--- config.mk ---
export PLATFORM = sky130hd
export DESIGN_NAME = rco_top
export DESIGN_NICKNAME = d
export VERILOG_FILES = /design/src/hdl/rco_pkg.sv /design/src/hdl/rco_divider.sv /design/src/hdl/rco_pin_route.sv /design/src/hdl/rco_top.sv
export SDC_FILE = /design/constraint.sdc
export NUM_CORES = 1
export LEC_CHECK = 0
export BUFFER_PORTS_ARGS = -buffer_cell sky130_fd_sc_hd__buf_2
export CAP_MARGIN = 20
export CORE_MARGIN = 2
export CORE_UTILIZATION = 55
export DETAILED_ROUTE_END_ITERATION = 16
export PLACE_DENSITY_LB_ADDON = 0.15
export RECOVER_POWER = 25
export SETUP_SLACK_MARGIN = 0.15
export SLEW_MARGIN = 30
export SYNTH_ARGS = -nofsm -noshare
export SYNTH_HDL_FRONTEND = slang
export SYNTH_SLANG_ARGS = --single-unit
--- constraint.sdc ---
create_clock -name core_clk_i -period 5.5 [get_ports core_clk_i]
set_input_delay 0.825 -clock core_clk_i [delete_from_list [all_inputs] [get_ports core_clk_i]]
set_output_delay 0.825 -clock core_clk_i [all_outputs]
set_load 0.05 [all_outputs]
--- src/hdl/rco_pkg.sv ---
// package: register map, field layout and types of the reference clock output
package rco_pkg;

   // ------------------------------------------------------------
   // bus and register map
   // ------------------------------------------------------------
   localparam int          APB_AW        = 12;
   localparam int          NUM_PINS      = 8;
   localparam int          PIN_SEL_W     = 3;
   localparam int          CNT_W         = 15;
   localparam int          DIV_W         = 4;
   localparam logic [11:0] CTRL_OFFSET   = 12'h000;
   localparam logic [11:0] PIN_OFFSET    = 12'h004;

   // ------------------------------------------------------------
   // control register fields and reset values
   // ------------------------------------------------------------
   localparam int          CTRL_EN_BIT   = 15;
   localparam int          CTRL_RIS_BIT  = 13;
   localparam int          CTRL_SRC_BIT  = 12;
   localparam int          CTRL_DIV_LSB  = 8;
   localparam logic [15:0] CTRL_WR_MASK  = 16'hBF00;
   localparam logic [15:0] CTRL_RESET    = 16'h0000;
   localparam logic [2:0]  PIN_RESET     = 3'h0;
   localparam logic [3:0]  DIV_PASS      = 4'h0;
   localparam logic        SRC_SYSTEM    = 1'b1;

   // ------------------------------------------------------------
   // types
   // ------------------------------------------------------------
   typedef struct packed {
      logic              psel;
      logic              penable;
      logic              pwrite;
      logic [APB_AW-1:0] paddr;
      logic [31:0]       pwdata;
   } rco_apb_req_t;

   typedef struct packed {
      logic             ref_out_enable;
      logic             ref_run_in_sleep;
      logic             ref_source_select;
      logic [DIV_W-1:0] ref_divider_select;
   } rco_ctrl_t;

endpackage

--- src/hdl/rco_divider.sv ---
// power-of-two divider of the selected reference source
`timescale 1ns/1ps
module rco_divider
   import rco_pkg::*;
(
   // clock and reset
   input  wire logic             core_clk_i,
   input  wire logic             rst_n_i,
   // control
   input  wire logic             run_i,
   input  wire logic             src_sel_i,
   input  wire logic [DIV_W-1:0] div_sel_i,
   input  wire logic             alt_src_i,
   // divided output
   output logic                  ref_o
);

   typedef struct packed {
      logic             sys_phase;
      logic             src_prev;
      logic [CNT_W-1:0] cnt;
      logic             out;
   } rco_div_state_t;

   rco_div_state_t   st_q;
   rco_div_state_t   st_d;
   logic             src_lvl;
   logic             tick;
   logic [CNT_W-1:0] half_m1;

   // ------------------------------------------------------------
   // source selection and divide
   // ------------------------------------------------------------
   // system clock source seen as a level toggling every cycle
   assign src_lvl = (src_sel_i == SRC_SYSTEM) ? st_q.sys_phase : alt_src_i;
   assign tick    = src_lvl & ~st_q.src_prev;
   assign half_m1 = (CNT_W'(1) << (div_sel_i - DIV_W'(1))) - CNT_W'(1);

   always_comb begin
      st_d           = st_q;
      st_d.sys_phase = ~st_q.sys_phase;
      st_d.src_prev  = src_lvl;
      // stopped: counter and output held low
      if (!run_i) begin
         st_d.cnt = '0;
         st_d.out = 1'b0;
      end else if (div_sel_i == DIV_PASS) begin
         st_d.cnt = '0;
         st_d.out = src_lvl;
      // divide by two to the code
      end else if (tick) begin
         if (st_q.cnt >= half_m1) begin
            st_d.cnt = '0;
            st_d.out = ~st_q.out;
         end else begin
            st_d.cnt = st_q.cnt + CNT_W'(1);
         end
      end
   end

   always_ff @(posedge core_clk_i or negedge rst_n_i) begin
      if (!rst_n_i) begin
         st_q <= '0;
      end else begin
         st_q <= st_d;
      end
   end

   assign ref_o = st_q.out;

   // ------------------------------------------------------------
   // assertions
   // ------------------------------------------------------------
   property p_div_pass;
      @(posedge core_clk_i) disable iff (!rst_n_i)
      run_i && div_sel_i == DIV_PASS |=> ref_o == $past(src_lvl);
   endproperty
   a_div_pass: assert property (p_div_pass)
      else $error("pass-through output does not follow source");

   property p_div_toggle;
      @(posedge core_clk_i) disable iff (!rst_n_i)
      run_i && div_sel_i != DIV_PASS && tick && st_q.cnt >= half_m1
         |=> ref_o != $past(ref_o) && st_q.cnt == '0;
   endproperty
   a_div_toggle: assert property (p_div_toggle)
      else $error("divider did not toggle at terminal count");

   property p_div_hold;
      @(posedge core_clk_i) disable iff (!rst_n_i)
      !run_i |=> !ref_o && st_q.cnt == '0;
   endproperty
   a_div_hold: assert property (p_div_hold)
      else $error("stopped divider still running");

endmodule

--- src/hdl/rco_pin_route.sv ---
// routes the reference clock onto one selected remappable pin
`timescale 1ns/1ps
module rco_pin_route
   import rco_pkg::*;
(
   // clock and reset
   input  wire logic                 core_clk_i,
   input  wire logic                 rst_n_i,
   // source
   input  wire logic                 enable_i,
   input  wire logic                 ref_i,
   input  wire logic [PIN_SEL_W-1:0] pin_sel_i,
   // pins
   output logic [NUM_PINS-1:0]       pin_o,
   output logic [NUM_PINS-1:0]       pin_oe_o
);

   typedef struct packed {
      logic [NUM_PINS-1:0] pin;
      logic [NUM_PINS-1:0] oe;
   } rco_route_state_t;

   rco_route_state_t st_q;
   rco_route_state_t st_d;

   // ------------------------------------------------------------
   // per-pin selection
   // ------------------------------------------------------------
   // one remappable pin chosen
   for (genvar i = 0; i < NUM_PINS; i++) begin : g_pin
      assign st_d.oe[i]  = enable_i && (pin_sel_i == PIN_SEL_W'(i));
      assign st_d.pin[i] = st_d.oe[i] & ref_i;
   end

   always_ff @(posedge core_clk_i or negedge rst_n_i) begin
      if (!rst_n_i) begin
         st_q <= '0;
      end else begin
         st_q <= st_d;
      end
   end

   assign pin_o    = st_q.pin;
   assign pin_oe_o = st_q.oe;

   // ------------------------------------------------------------
   // assertions
   // ------------------------------------------------------------
   property p_route;
      @(posedge core_clk_i) disable iff (!rst_n_i)
      enable_i |=> pin_oe_o == (NUM_PINS'(1) << $past(pin_sel_i))
         && pin_o == (pin_oe_o & {NUM_PINS{$past(ref_i)}});
   endproperty
   a_route: assert property (p_route)
      else $error("reference not on the selected pin");

endmodule

--- src/hdl/rco_top.sv ---
// reference clock output generator with APB control register
//
// The placing of the registers and the APB slave port were left to the implementer.
`timescale 1ns/1ps
module rco_top
   import rco_pkg::*;
(
   // clock and reset
   input  wire logic                 core_clk_i,
   input  wire logic                 rst_n_i,
   // apb slave
   input  wire rco_apb_req_t         apb_req_i,
   output logic [31:0]               prdata_o,
   output logic                      pready_o,
   output logic                      pslverr_o,
   // system
   input  wire logic                 sleep_i,
   input  wire logic                 alt_src_i,
   // remappable pins
   output logic [NUM_PINS-1:0]       pin_o,
   output logic [NUM_PINS-1:0]       pin_oe_o
);

   typedef struct packed {
      rco_ctrl_t            ctrl;
      logic [PIN_SEL_W-1:0] pin_sel;
      logic                 pready;
      logic                 pslverr;
      logic [31:0]          prdata;
   } rco_state_t;

   rco_state_t  st_q;
   rco_state_t  st_d;
   logic [1:0]  rst_sync_q;
   logic        rst_n;
   logic        access;
   logic        hit_ctrl;
   logic        hit_pin;
   logic        run;
   logic        ref_clk;
   logic        pass_sys;
   logic        pass_alt;
   logic [15:0] ctrl_word;

   // ------------------------------------------------------------
   // reset release
   // ------------------------------------------------------------
   always_ff @(posedge core_clk_i or negedge rst_n_i) begin
      if (!rst_n_i) begin
         rst_sync_q <= 2'h0;
      end else begin
         rst_sync_q <= {rst_sync_q[0], 1'b1};
      end
   end

   assign rst_n = rst_sync_q[1];

   // ------------------------------------------------------------
   // register decode
   // ------------------------------------------------------------
   assign access   = apb_req_i.psel && apb_req_i.penable;
   assign hit_ctrl = apb_req_i.paddr == CTRL_OFFSET;
   assign hit_pin  = apb_req_i.paddr == PIN_OFFSET;

   assign ctrl_word = {st_q.ctrl.ref_out_enable, 1'b0,
                       st_q.ctrl.ref_run_in_sleep,
                       st_q.ctrl.ref_source_select,
                       st_q.ctrl.ref_divider_select, 8'h00};

   always_comb begin
      st_d         = st_q;
      st_d.pready  = 1'b0;
      st_d.pslverr = 1'b0;
      // one wait state: data captured, ready raised next cycle
      if (access && !st_q.pready) begin
         st_d.pready  = 1'b1;
         st_d.pslverr = !(hit_ctrl || hit_pin);
         st_d.prdata  = 32'h0000_0000;
         if (!apb_req_i.pwrite && hit_ctrl) begin
            st_d.prdata = {16'h0000, ctrl_word};
         end else if (!apb_req_i.pwrite && hit_pin) begin
            st_d.prdata = {{(32-PIN_SEL_W){1'b0}}, st_q.pin_sel};
         end
      end
      // write lands at the edge where ready is sampled
      if (access && st_q.pready && apb_req_i.pwrite) begin
         if (hit_ctrl) begin
            st_d.ctrl.ref_out_enable     = apb_req_i.pwdata[CTRL_EN_BIT];
            st_d.ctrl.ref_run_in_sleep   = apb_req_i.pwdata[CTRL_RIS_BIT];
            st_d.ctrl.ref_source_select  = apb_req_i.pwdata[CTRL_SRC_BIT];
            // divider written whether the output is on or off
            st_d.ctrl.ref_divider_select =
               apb_req_i.pwdata[CTRL_DIV_LSB +: DIV_W];
         end else if (hit_pin) begin
            st_d.pin_sel = apb_req_i.pwdata[PIN_SEL_W-1:0];
         end
      end
   end

   always_ff @(posedge core_clk_i or negedge rst_n) begin
      if (!rst_n) begin
         st_q.ctrl    <= '{ref_out_enable:     CTRL_RESET[CTRL_EN_BIT],
                           ref_run_in_sleep:   CTRL_RESET[CTRL_RIS_BIT],
                           ref_source_select:  CTRL_RESET[CTRL_SRC_BIT],
                           ref_divider_select: CTRL_RESET[CTRL_DIV_LSB +: DIV_W]};
         st_q.pin_sel <= PIN_RESET;
         st_q.pready  <= 1'b0;
         st_q.pslverr <= 1'b0;
         st_q.prdata  <= 32'h0000_0000;
      end else begin
         st_q <= st_d;
      end
   end

   assign prdata_o  = st_q.prdata;
   assign pready_o  = st_q.pready;
   assign pslverr_o = st_q.pslverr;

   // ------------------------------------------------------------
   // output gating
   // ------------------------------------------------------------
   // enable gates the output
   // run on in Sleep when allowed
   // otherwise stop in Sleep, resume on wake
   assign run = st_q.ctrl.ref_out_enable
                && (!sleep_i || st_q.ctrl.ref_run_in_sleep);

   rco_divider u_divider (
      .core_clk_i (core_clk_i),
      .rst_n_i    (rst_n),
      .run_i      (run),
      .src_sel_i  (st_q.ctrl.ref_source_select),
      .div_sel_i  (st_q.ctrl.ref_divider_select),
      .alt_src_i  (alt_src_i),
      .ref_o      (ref_clk)
   );

   rco_pin_route u_route (
      .core_clk_i (core_clk_i),
      .rst_n_i    (rst_n),
      .enable_i   (run),
      .ref_i      (ref_clk),
      .pin_sel_i  (st_q.pin_sel),
      .pin_o      (pin_o),
      .pin_oe_o   (pin_oe_o)
   );

   // ------------------------------------------------------------
   // assertions
   // ------------------------------------------------------------
   property p_rsvd_zero;
      @(posedge core_clk_i) disable iff (!rst_n)
      access && !st_q.pready && !apb_req_i.pwrite && hit_ctrl
         |=> prdata_o[14] == 1'b0 && prdata_o[7:0] == 8'h00 && pready_o;
   endproperty
   a_rsvd_zero: assert property (p_rsvd_zero)
      else $error("reserved control bits not zero");

   property p_reset_zero;
      @(posedge core_clk_i) disable iff (!rst_n)
      !$past(rst_n) |-> st_q.ctrl == '0 && pin_oe_o == '0;
   endproperty
   a_reset_zero: assert property (p_reset_zero)
      else $error("control not cleared after reset");

   property p_oe_off;
      @(posedge core_clk_i) disable iff (!rst_n)
      !st_q.ctrl.ref_out_enable |=> pin_oe_o == '0;
   endproperty
   a_oe_off: assert property (p_oe_off)
      else $error("pin driven while output disabled");

   property p_sleep_stop;
      @(posedge core_clk_i) disable iff (!rst_n)
      sleep_i && !st_q.ctrl.ref_run_in_sleep ##1
      sleep_i && !st_q.ctrl.ref_run_in_sleep |=> pin_o == '0 && pin_oe_o == '0;
   endproperty
   a_sleep_stop: assert property (p_sleep_stop)
      else $error("output active in Sleep without run-in-sleep");

   property p_sleep_run;
      @(posedge core_clk_i) disable iff (!rst_n)
      sleep_i && st_q.ctrl.ref_run_in_sleep && st_q.ctrl.ref_out_enable
         |=> pin_oe_o == (NUM_PINS'(1) << $past(st_q.pin_sel));
   endproperty
   a_sleep_run: assert property (p_sleep_run)
      else $error("output stopped in Sleep despite run-in-sleep");

   // ------------------------------------------------------------
   // register and pin assertions
   // ------------------------------------------------------------
   // pass-through conditions seen by the divider
   assign pass_sys = run && st_q.ctrl.ref_divider_select == DIV_PASS
                     && st_q.ctrl.ref_source_select == SRC_SYSTEM;
   assign pass_alt = run && st_q.ctrl.ref_divider_select == DIV_PASS
                     && st_q.ctrl.ref_source_select != SRC_SYSTEM;

   property p_wr_enable;
      @(posedge core_clk_i) disable iff (!rst_n)
      access && st_q.pready && apb_req_i.pwrite && hit_ctrl
         |=> st_q.ctrl.ref_out_enable == $past(apb_req_i.pwdata[CTRL_EN_BIT]);
   endproperty
   a_wr_enable: assert property (p_wr_enable)
      else $error("enable bit not taken from write");

   property p_wr_sleep;
      @(posedge core_clk_i) disable iff (!rst_n)
      access && st_q.pready && apb_req_i.pwrite && hit_ctrl
         |=> st_q.ctrl.ref_run_in_sleep == $past(apb_req_i.pwdata[CTRL_RIS_BIT]);
   endproperty
   a_wr_sleep: assert property (p_wr_sleep)
      else $error("run-in-sleep bit not taken from write");

   property p_wr_source;
      @(posedge core_clk_i) disable iff (!rst_n)
      access && st_q.pready && apb_req_i.pwrite && hit_ctrl
         |=> st_q.ctrl.ref_source_select == $past(apb_req_i.pwdata[CTRL_SRC_BIT]);
   endproperty
   a_wr_source: assert property (p_wr_source)
      else $error("source select not taken from write");

   property p_wr_divider;
      @(posedge core_clk_i) disable iff (!rst_n)
      access && st_q.pready && apb_req_i.pwrite && hit_ctrl
         |=> st_q.ctrl.ref_divider_select == $past(apb_req_i.pwdata[CTRL_DIV_LSB +: DIV_W]);
   endproperty
   a_wr_divider: assert property (p_wr_divider)
      else $error("divider field not taken from write");

   property p_rd_fields;
      @(posedge core_clk_i) disable iff (!rst_n)
      access && !st_q.pready && !apb_req_i.pwrite && hit_ctrl
         |=> prdata_o[CTRL_EN_BIT] == $past(st_q.ctrl.ref_out_enable)
            && prdata_o[CTRL_DIV_LSB +: DIV_W] == $past(st_q.ctrl.ref_divider_select);
   endproperty
   a_rd_fields: assert property (p_rd_fields)
      else $error("control read does not show fields");

   property p_rd_upper;
      @(posedge core_clk_i) disable iff (!rst_n)
      access && !st_q.pready && !apb_req_i.pwrite && hit_ctrl
         |=> prdata_o[31:16] == 16'h0000;
   endproperty
   a_rd_upper: assert property (p_rd_upper)
      else $error("upper half of control read not zero");

   property p_run_on;
      @(posedge core_clk_i) disable iff (!rst_n)
      st_q.ctrl.ref_out_enable && !sleep_i
         |=> pin_oe_o == (NUM_PINS'(1) << $past(st_q.pin_sel));
   endproperty
   a_run_on: assert property (p_run_on)
      else $error("enabled output not driven on selected pin");

   property p_wake;
      @(posedge core_clk_i) disable iff (!rst_n)
      $fell(sleep_i) && st_q.ctrl.ref_out_enable |=> pin_oe_o != '0;
   endproperty
   a_wake: assert property (p_wake)
      else $error("output did not resume after wake-up");

   property p_oe_onehot;
      @(posedge core_clk_i) disable iff (!rst_n)
      pin_oe_o != '0 |-> $onehot(pin_oe_o);
   endproperty
   a_oe_onehot: assert property (p_oe_onehot)
      else $error("more than one pin driven");

   property p_pin_masked;
      @(posedge core_clk_i) disable iff (!rst_n)
      pin_o != '0 |-> (pin_o & ~pin_oe_o) == '0;
   endproperty
   a_pin_masked: assert property (p_pin_masked)
      else $error("level on a pin that is not driven");

   property p_sys_pass;
      @(posedge core_clk_i) disable iff (!rst_n)
      pass_sys ##1 pass_sys ##1 pass_sys |=> pin_o != $past(pin_o);
   endproperty
   a_sys_pass: assert property (p_sys_pass)
      else $error("system source not passed to the pin");

   property p_alt_pass;
      @(posedge core_clk_i) disable iff (!rst_n)
      pass_alt ##1 pass_alt |=> (|pin_o) == $past(alt_src_i, 2);
   endproperty
   a_alt_pass: assert property (p_alt_pass)
      else $error("alternate source not passed to the pin");

   property p_pin_sel_wr;
      @(posedge core_clk_i) disable iff (!rst_n)
      access && st_q.pready && apb_req_i.pwrite && hit_pin
         |=> st_q.pin_sel == $past(apb_req_i.pwdata[PIN_SEL_W-1:0]);
   endproperty
   a_pin_sel_wr: assert property (p_pin_sel_wr)
      else $error("pin select not taken from write");

endmodule

After elaboration in Yosys (flattened, before gate mapping)
Index checks and enable logic that the tools add are counted.
{"block": "op_classes", "add_sub_neg": 3, "mul": 0, "div_mod_pow": 0, "magnitude_cmp": 1, "n_eq_ne": 10, "shifts": 1, "mux": 9, "n_bitwise": 13, "reduce_logical": 27}
{"cell": "16-bit 2-to-1 mux", "n": 3}
{"cell": "34-bit 2-to-1 mux", "n": 1}
{"cell": "32-bit 2-to-1 mux", "n": 1}
{"cell": "15-bit by 1-bit adder with 15-bit output (second input constant)", "n": 1}
{"cell": "15-bit >= comparator", "n": 1}
{"cell": "1-bit logical AND", "n": 15}
{"cell": "15-bit 2-to-1 mux", "n": 1}
{"cell": "1-bit by 4-bit left shift with 15-bit output (first input constant)", "n": 1}
{"cell": "15-bit by 2-bit subtractor with 15-bit output (second input constant)", "n": 1}
{"cell": "12-bit by 3-bit equality test with 1-bit output (second input constant)", "n": 1}
{"cell": "3-bit equality test (second input constant)", "n": 4}
{"cell": "12-bit logical NOT", "n": 1}
{"cell": "1-bit AND", "n": 9}
{"cell": "3-bit by 2-bit equality test with 1-bit output (second input constant)", "n": 2}
{"cell": "3-bit != test (second input constant)", "n": 2}
{"cell": "1-bit logical NOT", "n": 4}
{"cell": "4-bit logical NOT", "n": 1}
{"cell": "1-bit NOT", "n": 4}
{"cell": "2-bit AND reduction", "n": 2}
{"cell": "4-bit by 1-bit subtractor with 4-bit output (second input constant)", "n": 1}
{"cell": "3-bit by 1-bit equality test with 1-bit output (second input constant)", "n": 1}
{"cell": "3-bit logical NOT", "n": 1}
{"cell": "3-bit 2-to-1 mux", "n": 1}
{"cell": "3-bit AND reduction", "n": 1}
{"cell": "other kinds (2)", "n": 4}
{"block": "word_totals", "ff_bits": 80, "latch_bits": 0, "ram_bits": 0, "rom_bits": 0, "input_bits": 51, "out_inout_bits": 50, "wordCells": 79, "n_memories": 0}

Longest topological paths before layout
{"block": "depth", "depth_word": 8, "depth_mapped": 16, "ltp_nobuf": 13}

Modules after synthesis
Synthesis repeated with hierarchy kept, for this count alone.
{"block": "hier_totals", "cells_unflattened": 333, "hier_area_um2": 3408.3}
{"mod": "rco_divider", "n_inst": 1, "cells_each": 199, "area_per_inst_um2": 1684.1, "seq_area_each_um2": 450.4}
{"mod": "rco_top", "n_inst": 1, "cells_each": 95, "area_per_inst_um2": 1219.9, "seq_area_each_um2": 600.6}
{"mod": "rco_pin_route", "n_inst": 1, "cells_each": 39, "area_per_inst_um2": 504.2, "seq_area_each_um2": 400.4}

Least setup slack after synthesis
OpenSTA, ideal clock, no wires.
{"block": "synth_timing", "kind": "flip-flop to flip-flop", "startpoint": "register st_q, in the netlist ctrl_word[11]", "endpoint": "register u_divider.st_q[11] in the netlist's numbering", "setup_ps": 87, "arrival_time_ps": 3269, "t_required_ps": 5413, "setup_slack_ps": 2144, "path_stages_with_launch": 17, "path_buffers": 3, "synth_period_minus_slack_ps": 3356, "cell_sequence": "dfrtp_1 > buf_1 > nor2_1 > nand3b_1 > ha_1 > clkbuf_1 > nor2_1 > nand2_1 > o21ai_0 > a21oi_1 > ha_1 > a211oi_1 > nor2_1 > o31ai_1 > nand2_1 > buf_2 > a22oi_1"}
{"block": "synth_via", "elab_chain_cells": 8, "elab_cells_between_ends": 10, "cone_classes": "add/sub: 2; order compare: 1; eq/ne: 1; shift: 1; mux: 4; reduce/logical: 1"}
{"element": "start, declared", "line_no": "rco_top.sv:32", "text": "rco_state_t st_q;"}
{"element": "start signal, assigned", "line_no": "rco_top.sv:111", "text": "st_q <= st_d;"}
{"element": "4-bit by 1-bit subtractor with 4-bit output", "line_no": "rco_divider.sv:37", "text": "assign half_m1 = (CNT_W'(1) << (div_sel_i - DIV_W'(1))) - CNT_W'(1);"}
{"element": "1-bit by 4-bit left shift with 15-bit output", "line_no": "rco_divider.sv:37"}
{"element": "15-bit by 2-bit subtractor with 15-bit output", "line_no": "rco_divider.sv:37"}
{"element": "15-bit >= comparator", "line_no": "rco_divider.sv:52", "text": "if (st_q.cnt >= half_m1) begin"}
{"element": "15-bit 2-to-1 mux", "line_no": "rco_divider.sv:52"}
{"element": "16-bit 2-to-1 mux", "line_no": "rco_divider.sv:51", "text": "end else if (tick) begin"}
{"element": "16-bit 2-to-1 mux", "line_no": "rco_divider.sv:47", "text": "end else if (div_sel_i == DIV_PASS) begin"}
{"element": "16-bit 2-to-1 mux", "line_no": "rco_divider.sv:44", "text": "if (!run_i) begin"}
{"element": "end signal, assigned", "line_no": "rco_divider.sv:65", "text": "st_q <= st_d;"}
{"element": "end, declared", "line_no": "rco_divider.sv:25", "text": "rco_div_state_t st_q;"}
Parallel ways exist; a longest one is shown, timed or not. The select of a mux whose other input is x is not followed.
A chain may end at the register's enable or synchronous reset.

Worst setup path in the final report
{"block": "layout_timing", "startpoint": "register st_q, in the netlist ctrl_word[10]", "endpoint": "register u_divider.st_q, in the netlist u_divider.ref_o"}
{"block": "layout_via", "elab_chain_cells": 6, "elab_cells_between_ends": 10, "cone_classes": "add/sub: 2; order compare: 1; eq/ne: 2; shift: 1; mux: 2; reduce/logical: 2"}
{"element": "4-bit by 1-bit subtractor with 4-bit output", "line_no": "rco_divider.sv:37"}
{"element": "1-bit by 4-bit left shift with 15-bit output", "line_no": "rco_divider.sv:37"}
{"element": "15-bit by 2-bit subtractor with 15-bit output", "line_no": "rco_divider.sv:37"}
{"element": "15-bit >= comparator", "line_no": "rco_divider.sv:52"}
{"element": "3-bit != test (no line)"}
{"element": "2-bit AND reduction (no line)"}
Parallel ways exist; a longest one is shown, timed or not.

==> impl_metrics.csv <==
group,metric,value,unit
floorplanning,die-height,80.6,um
synth,ys_top_cells_by_count,"58 x dfrtp_1, 35 x nor2_1, 32 x buf_4",
timing,fin_skew,0.00779,ns
pwr,leakage,0.00171,uW
worst_setup_path,start_kind,"flop",
worst_setup_path,arrival,4.34,ns
timing,setup_violations,0,
timing,hold_viol_final,0,
worst_setup_path,cp.required,5.72,ns
detailed_routing,num_vias,2525,
global_route,grt_use_total,0.224,
timing,relSlewSlack,-0.964,
detailed_routing,drtAntennaViolNets,0,
detailed_routing,firstDrtPassIters,4,
detailed_routing,drc,0,
run,cap_violations,1,
worst_setup_path,reg2reg_slack,1.39,ns
floorplanning,fp-row-count,27,
finish,nets,440,
synth,ys_ff_latch,58,
detailed_routing,drt_iter0_drc,83,
floorplanning,start_util,0.578,
synth,yosys.area.top_type,"dfrtp_1",
clock_network,clk_pin_slew,0.06,ns
pwr,cellPowerDensity,256,nW/um^2
global_route,antenna_found_initial,0,
synth,ys_types,45,
worst_setup_path,r2r-end,"u_divider.ref_o",
worst_setup_path,worst-setup-path-type,"flop to flop",
timing,period_share,0.748,
clock_network,htreeDepth,3,
finish,area_growth,12.0,%
worst_setup_path,critPathSlowestCell,"dfrtp_1",
worst_setup_path,timing.rr.start,"ctrl_word[10]",
worst_setup_path,path_cells,"nor2_1 -> nand3b_1 -> ha_1 -> nor2_1 -> nand2_1 -> o21ai_0 -> a21oi_1 -> ha_1 -> a211oi_1 -> nor2_1 -> o31ai_1 -> nand2_1 -> a211o_1",
global_route,globalRouteOverflowTotal,0,
clock_network,cts_resized,0,
worst_setup_path,worstSetupEndpointType,"flop",
worst_setup_path,crit_buf_inv,0,
timing,setup-tns-final,0,ns
finish,n_antenna_cell,0,
synth,synth_area_leaders,"dfrtp_1 45%, buf_4 7.5%, ha_1 6.6%, nor2_1 4.1%, mux2_2 2.8%",
clock_network,clock_sinks,58,
floorplanning,coreArea,5570,sq um
timing,grt_setup_unrepaired,"no",
min_path,hold_class,"input pin to asynchronous set/reset pin",
synth,synthArstFlopShare,1.00,
detailed_routing,wl_per_cell,14.7,um
placed_design,dp_hpwl,4.81,mm
clock_network,cts_hold_buf,0,
worst_setup_path,critical_path.max_stage_delay,0.54,ns
synth,synth_edf_count,0,
pwr,max-vdd-ir-drop,0.157,mV
worst_setup_path,crit_path_frequent_cell,"nor2_1",
floorplanning,io_pins,101,
synth,synthCells,326,
placed_design,port_buffers,56,
worst_setup_path,crit_family,"simple AND/OR/NAND/NOR gates",
finish,drive_above_1_share,0.233,
synth,avgSynthCellArea,9.89,sq um
worst_setup_path,reg2regPathDepth,13,
synth,ys_seq_area_frac,0.450,
pwr,finalPower,924,uW
global_route,grt_pass1_vias,2374,
synth,yosys_warnings,0,
timing,worst_pin_slew,2.95,ns
timing,min_period,4.11,ns
clock_network,cts_setup_buffers,0,
synth,yosysMostFrequentCell,"dfrtp_1",
floorplanning,dieArea,6490,sq um
worst_setup_path,cp_max_fo,16,
clock_network,cts_inserted_buffers,9,
clock_network,clk_latency,0.34,ns
detailed_routing,avgViaCountPerCell,5.62,
synth,synthFlopType,"dfrtp_1",
synth,synth_area,3220,sq um
global_route,grt_max_degree,57,
timing,final_max_slew_viol_count,57,
run_status,status,"finished, violations left",
finish,final_core_util,0.648,
placed_design,gp_congestion,0.803,
detailed_routing,drt_wl_total,6.60,mm
run_status,violations,"capacitance limit, slew limit",
floorplanning,die_w,80.6,um
clock_network,cts_tree,"built",
synth,synth_top_area_share,0.450,
global_route,grt_pass1_wl,11.0,mm
timing,max_freq,243,MHz
clock_network,clock_tree.buffer_depth,2,
clock_network,root_buffer,"clkbuf_8",
-- per-layer routing --
layer	global-route usage	wire, um
met3	0.0562	420
met1	0.301	3030
met4	0.0966	109
met2	0.343	3040
met5	0	0
-- cell usage in the layout (no fill, tap or decap), types with 3 or more instances in the layout --
| master | synthesis | routed |
|---|---|---|
| a22oi_1 | 7 | 7 |
| a31oi_1 | 7 | 7 |
| nand3_1 | 10 | 10 |
| nand2_1 | 20 | 20 |
| clkbuf_1 | 7 | 3 |
| inv_1 | 13 | 13 |
| dfrtp_1 | 58 | 57 |
| and2_1 | 3 | 3 |
| nand3b_1 | 4 | 4 |
| or3_1 | 7 | 7 |
| nand4_1 | 7 | 7 |
| nor3_1 | 7 | 7 |
| nor2_1 | 35 | 35 |
| ha_1 | 17 | 17 |
| nor4_1 | 9 | 9 |
| clkbuf_8 | 0 | 10 |
| conb_1 | 2 | 23 |
| a22o_1 | 10 | 10 |
| a211oi_1 | 3 | 3 |
| mux2_2 | 8 | 8 |
| a21oi_1 | 10 | 10 |
| o22ai_1 | 3 | 3 |
| xor2_1 | 4 | 4 |
| o21ai_0 | 16 | 16 |
| buf_2 | 3 | 55 |
-- sequential cells by signal, summed over array words and instances (netlist names) --
name / count
ctrl_word: 7
st_q: 3
rst_sync_q: 2
pslverr_o: 1
u_divider.st_q: 17
pready_o: 1
u_route.pin_o: 8
prdata_o: 10
u_divider.ref_o: 1
u_route.pin_oe_o: 8
-- area by class of cell --
cell class	instances	area [sq um]
clock buffers	11	141
clock inverters	5	77.6
fillers	464	1960
inverters	13	48.8
multi-input cells	233	1520
flip-flops and latches	58	1450
well taps	72	90.1
repair buffers	57	283
-- per-stage QoR --
step / hold slack, ns / worst slack (ns) / cells / cell area [sq um]
floorplan: 0.331 / 2.14 / 347 / 3300
global placement: 0.341 / 1.51 / 433 / 3400
detailed placement: 0.348 / 1.44 / 433 / 3400
CTS: 0.251 / 1.44 / 449 / 3610
global route: 0.242 / 0.894 / 449 / 3610
finish: 0.261 / 1.39 / 449 / 3610
-- worst max path at each step --
stage	from	end	slack (ns)	cells past startpoint
after CTS	ctrl_word[10]	u_divider.ref_o	1.44	13
after floorplan	ctrl_word[11]	u_divider.st_q[11]	2.14	16
after detailed placement	ctrl_word[10]	u_divider.ref_o	1.44	13
after global placement	ctrl_word[10]	u_divider.ref_o	1.51	13
after global routing	ctrl_word[10]	u_divider.ref_o	0.89	13
final	ctrl_word[10]	u_divider.ref_o	1.39	13
-- kinds of logic after synthesis --
logic type | count (synthesis) | share of synthesized area
mux | 9 | 0.0311
simple gates | 112 | 0.179
other cells | 2 | 0.00233
compound gates | 67 | 0.154
xor+xnor | 5 | 0.0136
buf+inv | 56 | 0.104
flops | 58 | 0.450
fa+ha+maj | 17 | 0.0660
-- report_power, final --
group / leakage (uW) / internal (uW) / total [uW] / switching (uW)
logic: 0.000805 / 9.00 / 61.6 / 52.6
clock network: 0.000109 / 266 / 433 / 167
registers: 0.000791 / 429 / 429 / 0.782
Note: power is estimated with default switching activity, not from simulation.
